File: src/hdl/pmuseq_regs.vh
/*
 * constants for the rail sequencer: register offsets, bit positions,
 * timing figures and the cycle counts derived from them.
 * assumes a 50 mhz sequencer clock.
 */
`ifndef PMUSEQ_REGS_VH
`define PMUSEQ_REGS_VH

`define PMUSEQ_ADDR_TIMED_CYCLE   8'hc0
`define PMUSEQ_ADDR_CYCLE_TRIG    8'hc3
`define PMUSEQ_ADDR_MANUAL_RESET  8'hd3
`define PMUSEQ_ADDR_SHUTDOWN      8'hc1
`define PMUSEQ_ADDR_RAIL_ENABLE   8'hc2
`define PMUSEQ_ADDR_STATUS        8'hc4
`define PMUSEQ_BIT_CTRL           0
`define PMUSEQ_CLK_MHZ            50
`define PMUSEQ_START_DELAY_US     2000
`define PMUSEQ_RESET_DELAY_MS     40
`define PMUSEQ_CYCLE_DELAY_MS     8
`define PMUSEQ_TIMED_DELAY_S      4
`define PMUSEQ_OFF_TIME_MS        8
`define PMUSEQ_START_CYC  (`PMUSEQ_START_DELAY_US * `PMUSEQ_CLK_MHZ)
`define PMUSEQ_RESET_CYC  (`PMUSEQ_RESET_DELAY_MS * 1000 * `PMUSEQ_CLK_MHZ)
`define PMUSEQ_CYCLE_CYC  (`PMUSEQ_CYCLE_DELAY_MS * 1000 * `PMUSEQ_CLK_MHZ)
`define PMUSEQ_TIMED_CYC  (`PMUSEQ_TIMED_DELAY_S * 1000000 * `PMUSEQ_CLK_MHZ)
`define PMUSEQ_OFF_CYC    (`PMUSEQ_OFF_TIME_MS * 1000 * `PMUSEQ_CLK_MHZ)

`endif

File: src/hdl/pmuseq_top.v
/*
 * sequencing and reset logic of a thirteen-rail power unit: rail enables,
 * processor reset output and two register-started power-cycle procedures.
 * assumes a register port from an i2c slave outside (address, data,
 * one-cycle write strobe, combinational read) and a power-good per rail.
 */
`include "pmuseq_regs.vh"
`timescale 1ns/1ps
`default_nettype none

module pmuseq_top #(
    parameter integer START_CYC = `PMUSEQ_START_CYC,
    parameter integer RESET_CYC = `PMUSEQ_RESET_CYC,
    parameter integer CYCLE_CYC = `PMUSEQ_CYCLE_CYC,
    parameter integer TIMED_CYC = `PMUSEQ_TIMED_CYC,
    parameter integer OFF_CYC   = `PMUSEQ_OFF_CYC
) (
    input  wire        clk,
    input  wire        nrst,
    input  wire        input_power_valid,
    input  wire [12:0] rail_good,
    input  wire        reg_wr,
    input  wire [7:0]  reg_addr,
    input  wire [7:0]  reg_wdata,
    output reg  [7:0]  reg_rdata,
    output reg  [12:0] rail_enable,
    output reg         reset_out_n,
    output reg         watchdog_enable,
    output reg         dynamic_voltage_switch
);

    // one-hot top-level power states
    localparam [3:0] ST_OFF = 4'b0001;
    localparam [3:0] ST_ON  = 4'b0010;
    localparam [3:0] ST_DN  = 4'b0100;
    localparam [3:0] ST_SHUT = 4'b1000;

    // trigger source of each rail, index into {input_power_valid,rail_good}; 14 = register bit only
    // rails 1..13 map to bits 0..12; source 13 is input power valid
    function [3:0] trig_src;
        input integer r;
        begin
            case (r)
                0:  trig_src = 4'd11;  // rail one after rail twelve
                1:  trig_src = 4'd13;  // rail two on input power
                2:  trig_src = 4'd3;   // rail three after rail four
                3:  trig_src = 4'd9;   // rail four after rail ten
                4:  trig_src = 4'd14;  // rail five by register only
                5, 6, 7, 8, 9: trig_src = 4'd1;
                10: trig_src = 4'd13;
                11: trig_src = 4'd3;
                default: trig_src = 4'd14; // rail thirteen register only
            endcase
        end
    endfunction

    // decode of the register address, shared by write and read paths
    function hit;
        input [7:0] a;
        input [7:0] b;
        begin
            hit = (a == b);
        end
    endfunction

    reg  [3:0]  state;
    reg         timed_power_cycle_enable;
    reg         manual_reset_bit;
    reg         power_cycle_trigger_bit;
    reg  [1:0]  manual_rail_en;      // rail five, rail thirteen
    reg  [31:0] mr_cnt;
    reg         mr_armed;
    reg  [31:0] pc_cnt;
    reg         pc_armed;
    reg  [31:0] timed_cnt;
    reg  [31:0] rst_cnt;
    reg  [31:0] off_cnt;
    reg         mr_hold;
    wire [13:0] src_up = {input_power_valid, rail_good};
    wire        seq_run = (state == ST_ON);
    wire        wr_mr = reg_wr && hit(reg_addr, `PMUSEQ_ADDR_MANUAL_RESET);
    wire        wr_pc = reg_wr && hit(reg_addr, `PMUSEQ_ADDR_CYCLE_TRIG);
    wire        wr_tm = reg_wr && hit(reg_addr, `PMUSEQ_ADDR_TIMED_CYCLE);
    wire        mr_set = wr_mr && reg_wdata[`PMUSEQ_BIT_CTRL];
    wire        pc_set = wr_pc && reg_wdata[`PMUSEQ_BIT_CTRL];
    wire        pc_fire = pc_armed && (pc_cnt == CYCLE_CYC - 1);
    wire        tm_fire = timed_power_cycle_enable
                          && (timed_cnt == TIMED_CYC - 1);
    wire        shut_req = reg_wr && hit(reg_addr, `PMUSEQ_ADDR_SHUTDOWN)
                           && reg_wdata[`PMUSEQ_BIT_CTRL];

    // per-rail delay counters; register-only rails follow their bit
    genvar g;
    generate
        for (g = 0; g < 13; g = g + 1)
        begin : g_rail
            reg [31:0] dly;
            // rail five sits on bit 0 of the enable register, thirteen on 1
            wire       man_on = (g == 4) ? manual_rail_en[0]
                                         : manual_rail_en[1];
            wire       up = (trig_src(g) == 4'd14) ? man_on
                            : src_up[trig_src(g)];
            always @(posedge clk)
            begin
                if (!nrst || !seq_run || !up)
                begin
                    dly            <= 32'h0000_0000;
                    rail_enable[g] <= 1'b0;
                end
                else if (trig_src(g) >= 4'd13)
                    rail_enable[g] <= 1'b1;
                else if (dly == START_CYC - 1)
                    rail_enable[g] <= 1'b1;
                else
                    dly <= dly + 32'h0000_0001;
            end
        end
    endgenerate

    // read mux, combinational; unmapped addresses read zero
    always @*
    begin
        reg_rdata = 8'h00;
        if (hit(reg_addr, `PMUSEQ_ADDR_TIMED_CYCLE))
            reg_rdata = {7'h00, timed_power_cycle_enable};
        else if (hit(reg_addr, `PMUSEQ_ADDR_CYCLE_TRIG))
            reg_rdata = {7'h00, power_cycle_trigger_bit};
        else if (hit(reg_addr, `PMUSEQ_ADDR_MANUAL_RESET))
            reg_rdata = {7'h00, manual_reset_bit};
        else if (hit(reg_addr, `PMUSEQ_ADDR_RAIL_ENABLE))
            reg_rdata = {6'h00, manual_rail_en};
        else if (hit(reg_addr, `PMUSEQ_ADDR_STATUS))
            reg_rdata = {4'h0, state};
    end

    // control registers and power-cycle timers
    always @(posedge clk)
    begin
        if (!nrst)
        begin
            timed_power_cycle_enable <= 1'b0;
            manual_reset_bit         <= 1'b0;
            power_cycle_trigger_bit  <= 1'b0;
            manual_rail_en           <= 2'b00;
            mr_cnt    <= 32'h0000_0000;
            mr_armed  <= 1'b0;
            pc_cnt    <= 32'h0000_0000;
            pc_armed  <= 1'b0;
            timed_cnt <= 32'h0000_0000;
            mr_hold   <= 1'b0;
            watchdog_enable        <= 1'b0;
            dynamic_voltage_switch <= 1'b0;
        end
        else
        begin
            if (wr_tm)
                timed_power_cycle_enable <= reg_wdata[0];
            if (reg_wr && hit(reg_addr, `PMUSEQ_ADDR_RAIL_ENABLE))
                manual_rail_en <= reg_wdata[1:0];
            if (wr_mr)
                manual_reset_bit <= reg_wdata[0];
            if (wr_pc)
                power_cycle_trigger_bit <= reg_wdata[0];
            // timed cycle counts while enabled; the bit itself survives
            if (timed_power_cycle_enable && !tm_fire)
                timed_cnt <= timed_cnt + 32'h0000_0001;
            else
                timed_cnt <= 32'h0000_0000;
            // manual-reset window: trigger must land within it
            if (mr_set)
            begin
                mr_armed <= 1'b1;
                mr_cnt   <= 32'h0000_0000;
            end
            else if (mr_armed && mr_cnt == CYCLE_CYC - 1)
            begin
                mr_armed <= 1'b0;
                // a trigger landing on the last window cycle still counts
                mr_hold  <= pc_armed || pc_set;
                if (!pc_armed && !pc_set)
                    manual_reset_bit <= 1'b0;
            end
            else if (mr_armed)
                mr_cnt <= mr_cnt + 32'h0000_0001;
            if (pc_set && mr_armed)
            begin
                pc_armed <= 1'b1;
                pc_cnt   <= 32'h0000_0000;
            end
            else if (pc_fire)
            begin
                pc_armed <= 1'b0;
                mr_hold  <= 1'b0;
                // a host write in the same cycle wins over the clear
                if (!mr_set)
                    manual_reset_bit <= 1'b0;
                if (!pc_set)
                    power_cycle_trigger_bit <= 1'b0;
            end
            else if (pc_armed)
                pc_cnt <= pc_cnt + 32'h0000_0001;
        end
    end

    // power state machine
    always @(posedge clk)
    begin
        if (!nrst)
        begin
            state   <= ST_OFF;
            off_cnt <= 32'h0000_0000;
        end
        else
        begin
            case (state)
                ST_OFF:
                    if (input_power_valid)
                        state <= ST_ON;
                ST_ON:
                    if (!input_power_valid)
                        state <= ST_OFF;
                    else if (shut_req)
                        state <= ST_SHUT;
                    else if (pc_fire || tm_fire)
                    begin
                        state   <= ST_DN;
                        off_cnt <= 32'h0000_0000;
                    end
                ST_DN:
                    // rails held off briefly, then restart
                    if (off_cnt == OFF_CYC - 1)
                        state <= ST_OFF;
                    else
                        off_cnt <= off_cnt + 32'h0000_0001;
                ST_SHUT:
                    // stays off until input power is lost
                    if (!input_power_valid)
                        state <= ST_OFF;
                default:
                    state <= ST_OFF;
            endcase
        end
    end

    // reset output: 40 ms after rail four good, forced low when a manual-reset window that caught a trigger closes
    always @(posedge clk)
    begin
        if (!nrst || !seq_run || !rail_good[3] || mr_hold)
        begin
            rst_cnt     <= 32'h0000_0000;
            reset_out_n <= 1'b0;
        end
        else if (rst_cnt == RESET_CYC - 1)
            reset_out_n <= 1'b1;
        else
            rst_cnt <= rst_cnt + 32'h0000_0001;
    end

endmodule // pmuseq_top
`default_nettype wire

File: config.mk
export PLATFORM = sky130hd
export DESIGN_NAME = pmuseq_top
export DESIGN_NICKNAME = d
export VERILOG_FILES = /design/src/hdl/pmuseq_top.v
export VERILOG_INCLUDE_DIRS = /design/src /design/src/hdl
export SDC_FILE = /design/constraint.sdc
export NUM_CORES = 1
export LEC_CHECK = 0
export ABC_AREA = 1
export ABC_CLOCK_PERIOD_IN_PS = 2400
export BUFFER_PORTS_ARGS = -buffer_cell sky130_fd_sc_hd__buf_2
export CORE_MARGIN = 2
export CORE_UTILIZATION = 55
export CTS_BUF_LIST = sky130_fd_sc_hd__clkbuf_8
export DETAILED_ROUTE_END_ITERATION = 12
export GPL_ROUTABILITY_DRIVEN = 0
export MAX_ROUTING_LAYER = met4
export PLACE_DENSITY = 0.71
export SYNTH_ARGS = -nofsm -noshare
export SYNTH_HDL_FRONTEND = slang
export SYNTH_SLANG_ARGS = --single-unit
File: constraint.sdc
create_clock -name clk -period 2.4 [get_ports clk]
set_clock_uncertainty 0.1 [all_clocks]
set_input_delay 0.12 -clock clk [delete_from_list [all_inputs] [get_ports clk]]
set_output_delay 0.12 -clock clk [all_outputs]
set_load 0.01 [all_outputs]
# ---- Word-level counts from Yosys, hierarchy flattened
# Index checks and enable logic that the tools add are counted.
dict set report op_classes {
  n_bitwise 3
  n_eq_ne 32
  mux 39
  n_addsub 14
  reduce_logical 47
}
# cell n
set op_table {}
lappend op_table {{32-bit by 1-bit adder with 32-bit output, second input constant} 14}
lappend op_table {{32-bit by 17-bit == test with 1-bit output, second input constant} 9}
lappend op_table {{32-bit two-way mux} 4}
lappend op_table {{32-bit by 19-bit == test with 1-bit output, second input constant} 3}
lappend op_table {{32-bit one-hot mux with 2 select lines} 1}
lappend op_table {{8-bit == test, second input constant} 6}
lappend op_table {{4-bit two-way mux} 11}
lappend op_table {{32-bit by 21-bit == test with 1-bit output, second input constant} 1}
lappend op_table {{32-bit by 28-bit == test with 1-bit output, second input constant} 1}
lappend op_table {{1-bit two-way mux} 22}
lappend op_table {{4-bit one-hot mux with 4 select lines} 1}
lappend op_table {{1-bit logical AND} 14}
lappend op_table {{1-bit zero test} 12}
lappend op_table {{2-bit != test, second input constant} 6}
lappend op_table {{1-bit logical OR} 11}
lappend op_table {{2-bit AND reduction} 3}
lappend op_table {{2-bit nonzero test} 3}
lappend op_table {{5-bit AND reduction} 1}
lappend op_table {{4-bit by 1-bit == test with 1-bit output, second input constant} 1}
lappend op_table {{4-bit by 2-bit == test with 1-bit output, second input constant} 1}
lappend op_table {{4-bit by 3-bit == test with 1-bit output, second input constant} 1}
lappend op_table {{4-bit == test, second input constant} 1}
lappend op_table {{4-bit by 2-bit != test with 1-bit output, second input constant} 1}
lappend op_table {{4-bit AND reduction} 1}
lappend op_table {{other kinds (3)} 6}
dict set report totals {
  regBits 473
  word_cells 170
  input_bits 33
  output_inout_bits 24
}

# ---- Depth between registers and ports, before layout
dict set report logic_depth {
  word_depth 11
  ltp_mapped 13
  depth_no_buf 12
}

# ---- Least setup slack after synthesis
# OpenSTA, ideal clock, no wires.
dict set report synth_timing {
  kind {register to register}
  startpoint {reg pc_cnt[0]}
  endpoint {reg pc_cnt[28]}
  path_stages_with_launch 13
  n_path_buf 2
  arrival_ns 1.590
  synth_period_minus_slack_ns 1.810
  setup_time_ns 0.120
  setup_slack_ns 0.590
  t_required_ns 2.180
  path_cell_list {dfxtp_1 -> ha_1 -> nand3_2 -> clkinv_2 -> nand2_1 -> nor2_1 -> nand2_1 -> nand2_2 -> inv_2 -> buf_6 -> buf_2 -> nand2_1 -> a21oi_1}
}
dict set report synth_via {
  elab_chain_len 4
  elab_cells_between_ends 5
  classes_between {1 x add/sub; 1 x eq/ne; 1 x bitwise; 2 x reduce/logical}
}
# element line_no
set synth_rtl {}
lappend synth_rtl {{from (decl)} pmuseq_top.v:73} ;# reg [31:0] pc_cnt;
lappend synth_rtl {{from (signal assigned)} pmuseq_top.v:201} ;# pc_cnt <= pc_cnt + 32'h0000_0001;
lappend synth_rtl {{parallel branches: the longest is 4 deep, another holds 32-bit by 1-bit adder with 32-bit output} -}
# Parallel ways; which one is timed is not known.
# A chain may end at the register's enable or synchronous reset.

# ---- Worst setup path in the final report
dict set report layout_timing {
  startpoint {in reg_addr[5]}
  endpoint {reg manual_rail_en[0]}
}
dict set report layout_via {
  elab_chain_len 2
}
# element line_no
set layout_rtl {}
lappend layout_rtl {{from (decl)} pmuseq_top.v:23} ;# input wire [7:0] reg_addr,
lappend layout_rtl {{8-bit == test} pmuseq_top.v:62} ;# hit = (a == b);
lappend layout_rtl {{1-bit logical AND} pmuseq_top.v:158} ;# if (reg_wr && hit(reg_addr, `PMUSEQ_ADDR_RAIL_ENABLE))
lappend layout_rtl {{to (signal assigned)} pmuseq_top.v:159} ;# manual_rail_en <= reg_wdata[1:0];
lappend layout_rtl {{to (decl)} pmuseq_top.v:70} ;# reg [1:0] manual_rail_en;
# Every way passes these cells.

==> summary.txt <==
Status
  • Status: completed

Timing
  • FMAX: 0.421 GHz
  • Min Tclk post-route: 2.38 ns
  • Final Cycle Share: 0.990
  • Final max-slew violation count: 0
  • Max-slew headroom: 0.601
  • Hold slack final: 0.153 ns
  • Setup violators final: 0
  • RSZ-0062 raised after global routing: true
  • Setup TNS: 0 ns
  • Final hold violation count: 0
  • Worst Tran Pin Value: 0.597 ns

Floorplanning
  • Initial Util: 0.553
  • Die ar.: 0.0495 mm^2
  • I/O Pins: 57
  • Cell Rows: 80
  • Chip height: 222 um
  • Width of the die: 222 um
  • Core area: 0.0474 mm^2

Final layout
  • Most frequent cells in the layout: 893 x nand2_1, 539 x nor2_1, 537 x inv_1
  • Total Nets Final: 4152
  • Register area: 0.00947 mm^2
  • Fillers: 4574
  • Area grow syn2layout: 11.2%
  • Area occupied by multi-input gates: 0.0144 mm^2
  • Post-route cell area: 0.0292 mm^2
  • Layout cells sized above 1: 0.0860
  • Commonest non-fill, non-tap cell in the layout: nand2_1

Place
  • I/O Buffers: 35
  • Placed cell area: 0.0271 mm^2
  • Post-DP HPWL: 43600 um

Run
  • Max-cap viol count: 0

Detailed routing
  • WL final: 60500 um
  • Antenna Nets Post-Route: 0
  • Wire length per cell: 12.7 um
  • Vias/cell: 5.27
  • Routed via count: 25200
  • Starting DRC count in detailed routing: 1441
  • DR pass1 iterations: 5
  • Post-route DRC: 0

Global route
  • Met2 Track Usage GR: 0.398
  • Antenna violations before repair: 1
  • Met1 Use GR: 0.325
  • Vias in the first global route: 23100
  • M3 GR Usage: 0.0399
  • GR Overflow Total: 0
  • GR peak layer: met2
  • Global Route Usage Sum: 0.250
  • First-pass GRT wire length: 104000 um
  • Largest net degree at the start of global routing: 61

Clock tree
  • Reg clk slew, reported paths: 0.06 ns
  • CTS tree: built
  • CTS Buf Count: 85
  • Latest clock arrival within the worst-skew pair: 0.67 ns
  • Largest buffer count on any clock path: 3
  • H-Tree Level Count: 3
  • # clock sinks: 473
  • Root buf cell: clkbuf_8

Pwr
  • PD cells: 552 mW/mm^2
  • Peak VDD IR: 0.000482 V
  • Leakage: 10.0 nW

Hold path
  • Hold Crit Class: in2reg

Setup path
  • Worst-path cell chain: dlygate4sd3_1 -> buf_2 -> nor3_4 -> nand4_1 -> or2_4 -> nor2_1 -> dlygate4sd3_1 -> a211oi_1 -> dlygate4sd3_1
  • Startpoint types: input port
  • CP max stage delay: 0.57 ns
  • Max Fanout on Critical Path: 5
  • Worst Setup End Kind: flop
  • Setup Crit Path Kind: in2reg
  • CP max-delay cell: dlygate4sd3_1
  • Crit-path most repeated cell: dlygate4sd3_1
  • CP Data Required Time: 2.85 ns
  • Crit path DAT: 2.83 ns

Logic synthesis
  • Most used DFF post-synth: dfxtp_1
  • Yosys synthesis warning count: 0
  • Post-synthesis average cell area: 6.56 um^2
  • Synth area leader: dfxtp_1
  • Synth cell types: 57
  • Register area share after synthesis: 0.361
  • Post-synth EDFFs: 0
  • Yosys reg bits: 473
  • Synthesized area: 0.0262 mm^2
  • Asr flop ratio synth: 0
  • Ranking of synthesized cells by area: dfxtp_1 36%, nand2_1 13%, nor2_1 7.7%
  • Top cell type's share of synthesized area: 0.361
  • Cells after Synth: 3999
## worst paths after layout
path | startpoint | end | slack [ns] | cells after the start
setup / recovery | reg_addr[5] | manual_rail_en[0] | 0.02 | 9
hold reg to reg | rail_enable[0] | rail_enable[0] | 0.35 | 2
hold / removal | reg_addr[7] | mr_armed | 0.15 | 7
setup reg to reg | off_cnt[1] | state[0] | 0.07 | 10
## power by group
group	leakage (nW)	internal [mW]	total, mW	switching, mW
combinational	5.22	0.112	0.337	0.225
clock	0.985	4.51	7.89	3.38
sequential	3.81	7.87	7.89	0.0181
## cells in the mapped netlist (3+ instances only)
| library cell | instances |
|---|---|
| inv_1 | 518 |
| nor2_1 | 540 |
| xor2_1 | 72 |
| nor3_2 | 7 |
| nor3b_2 | 6 |
| nor2_2 | 23 |
| and3_1 | 7 |
| nand2_4 | 4 |
| nand4_2 | 3 |
| o211ai_1 | 3 |
| a211oi_2 | 6 |
| nand2_1 | 893 |
| nand2_2 | 17 |
| buf_2 | 43 |
| nand3b_1 | 12 |
| nand3_1 | 228 |
| nand4_1 | 174 |
| inv_2 | 15 |
| ha_1 | 14 |
| o21a_1 | 20 |
| clkbuf_1 | 15 |
| dfxtp_1 | 473 |
| o21ai_0 | 141 |
| nor2_4 | 10 |
| a31oi_1 | 22 |
| or2_2 | 39 |
| or2_0 | 3 |
| nor3_4 | 6 |
| nor3_1 | 162 |
| nor4_1 | 72 |
| buf_4 | 9 |
| o21ai_1 | 15 |
| a211oi_1 | 4 |
| a21oi_1 | 329 |
| nor3b_1 | 14 |
| xnor2_1 | 29 |
| buf_6 | 5 |
| o21bai_1 | 4 |
| and2_1 | 3 |
| nand3_2 | 16 |
## sequential cells by signal (all words and copies together), names as in the netlist
| register | flops |
|---|---|
| g_rail.dly | 288 |
| manual_rail_en | 2 |
| manual_reset_bit | 1 |
| mr_armed | 1 |
| mr_cnt | 32 |
| mr_hold | 1 |
| off_cnt | 32 |
| pc_armed | 1 |
| pc_cnt | 32 |
| power_cycle_trigger_bit | 1 |
| rail_enable | 12 |
| reset_out_n | 1 |
| rst_cnt | 32 |
| state | 4 |
| timed_cnt | 32 |
| timed_power_cycle_enable | 1 |
## per-layer routing
metal  up-vias  wire, um
li1      13400         -
met1     11200     29300
met2       505     27000
met3       142      2530
met4         0      1690
met5         -         0
## worst max-delay path: cells and delay by family
| kind | cells | cell delay [ns] |
|---|---|---|
| and+or+nand+nor | 4 | 0.81 |
| buffers and inverters | 4 | 1.85 |
| AOI/OAI and AO/OA | 1 | 0.05 |
## through the flow
stage / std cells / power (mW) / util / setup slack (ns)
global placement: 4602 / 8.36 / 0.570 / 0.301
finish: 4781 / 16.1 / 0.615 / 0.0250
floorplan: 4004 / 8.27 / - / 0.590
global route: 4781 / 16.7 / 0.615 / -0.0373
detailed placement: 4602 / 8.36 / 0.570 / 0.228
CTS: 4775 / 16.3 / 0.614 / 0.0399
## area by class of cell
type	instances	share of cell area
Antenna cell	1	0.0000858
Clock buffer	110	0.0519
Clock inverter	37	0.00939
Inverter	535	0.0689
Multi-Input combinational cell	2921	0.494
Sequential cell	473	0.325
Tap cell	615	0.0264
Timing Repair Buffer	89	0.0247
## cell families after synthesis
group / after synthesis / share of synthesized area
flops: 473 / 0.361
fa+ha+maj: 14 / 0.00667
simple gates: 2247 / 0.394
xor+xnor: 101 / 0.0337
buf+inv: 610 / 0.0921
other cells: 1 / 0.000143
compound gates: 553 / 0.113
## timing repair
action	4_1_cts	5_1_grt
hold endpoints to repair	225	0
buffers inserted	0	6
hold buffers	26	0
gates resized for setup	0	10
endpoints found under the setup margin	0	43
(Power assumes the default switching activity.)
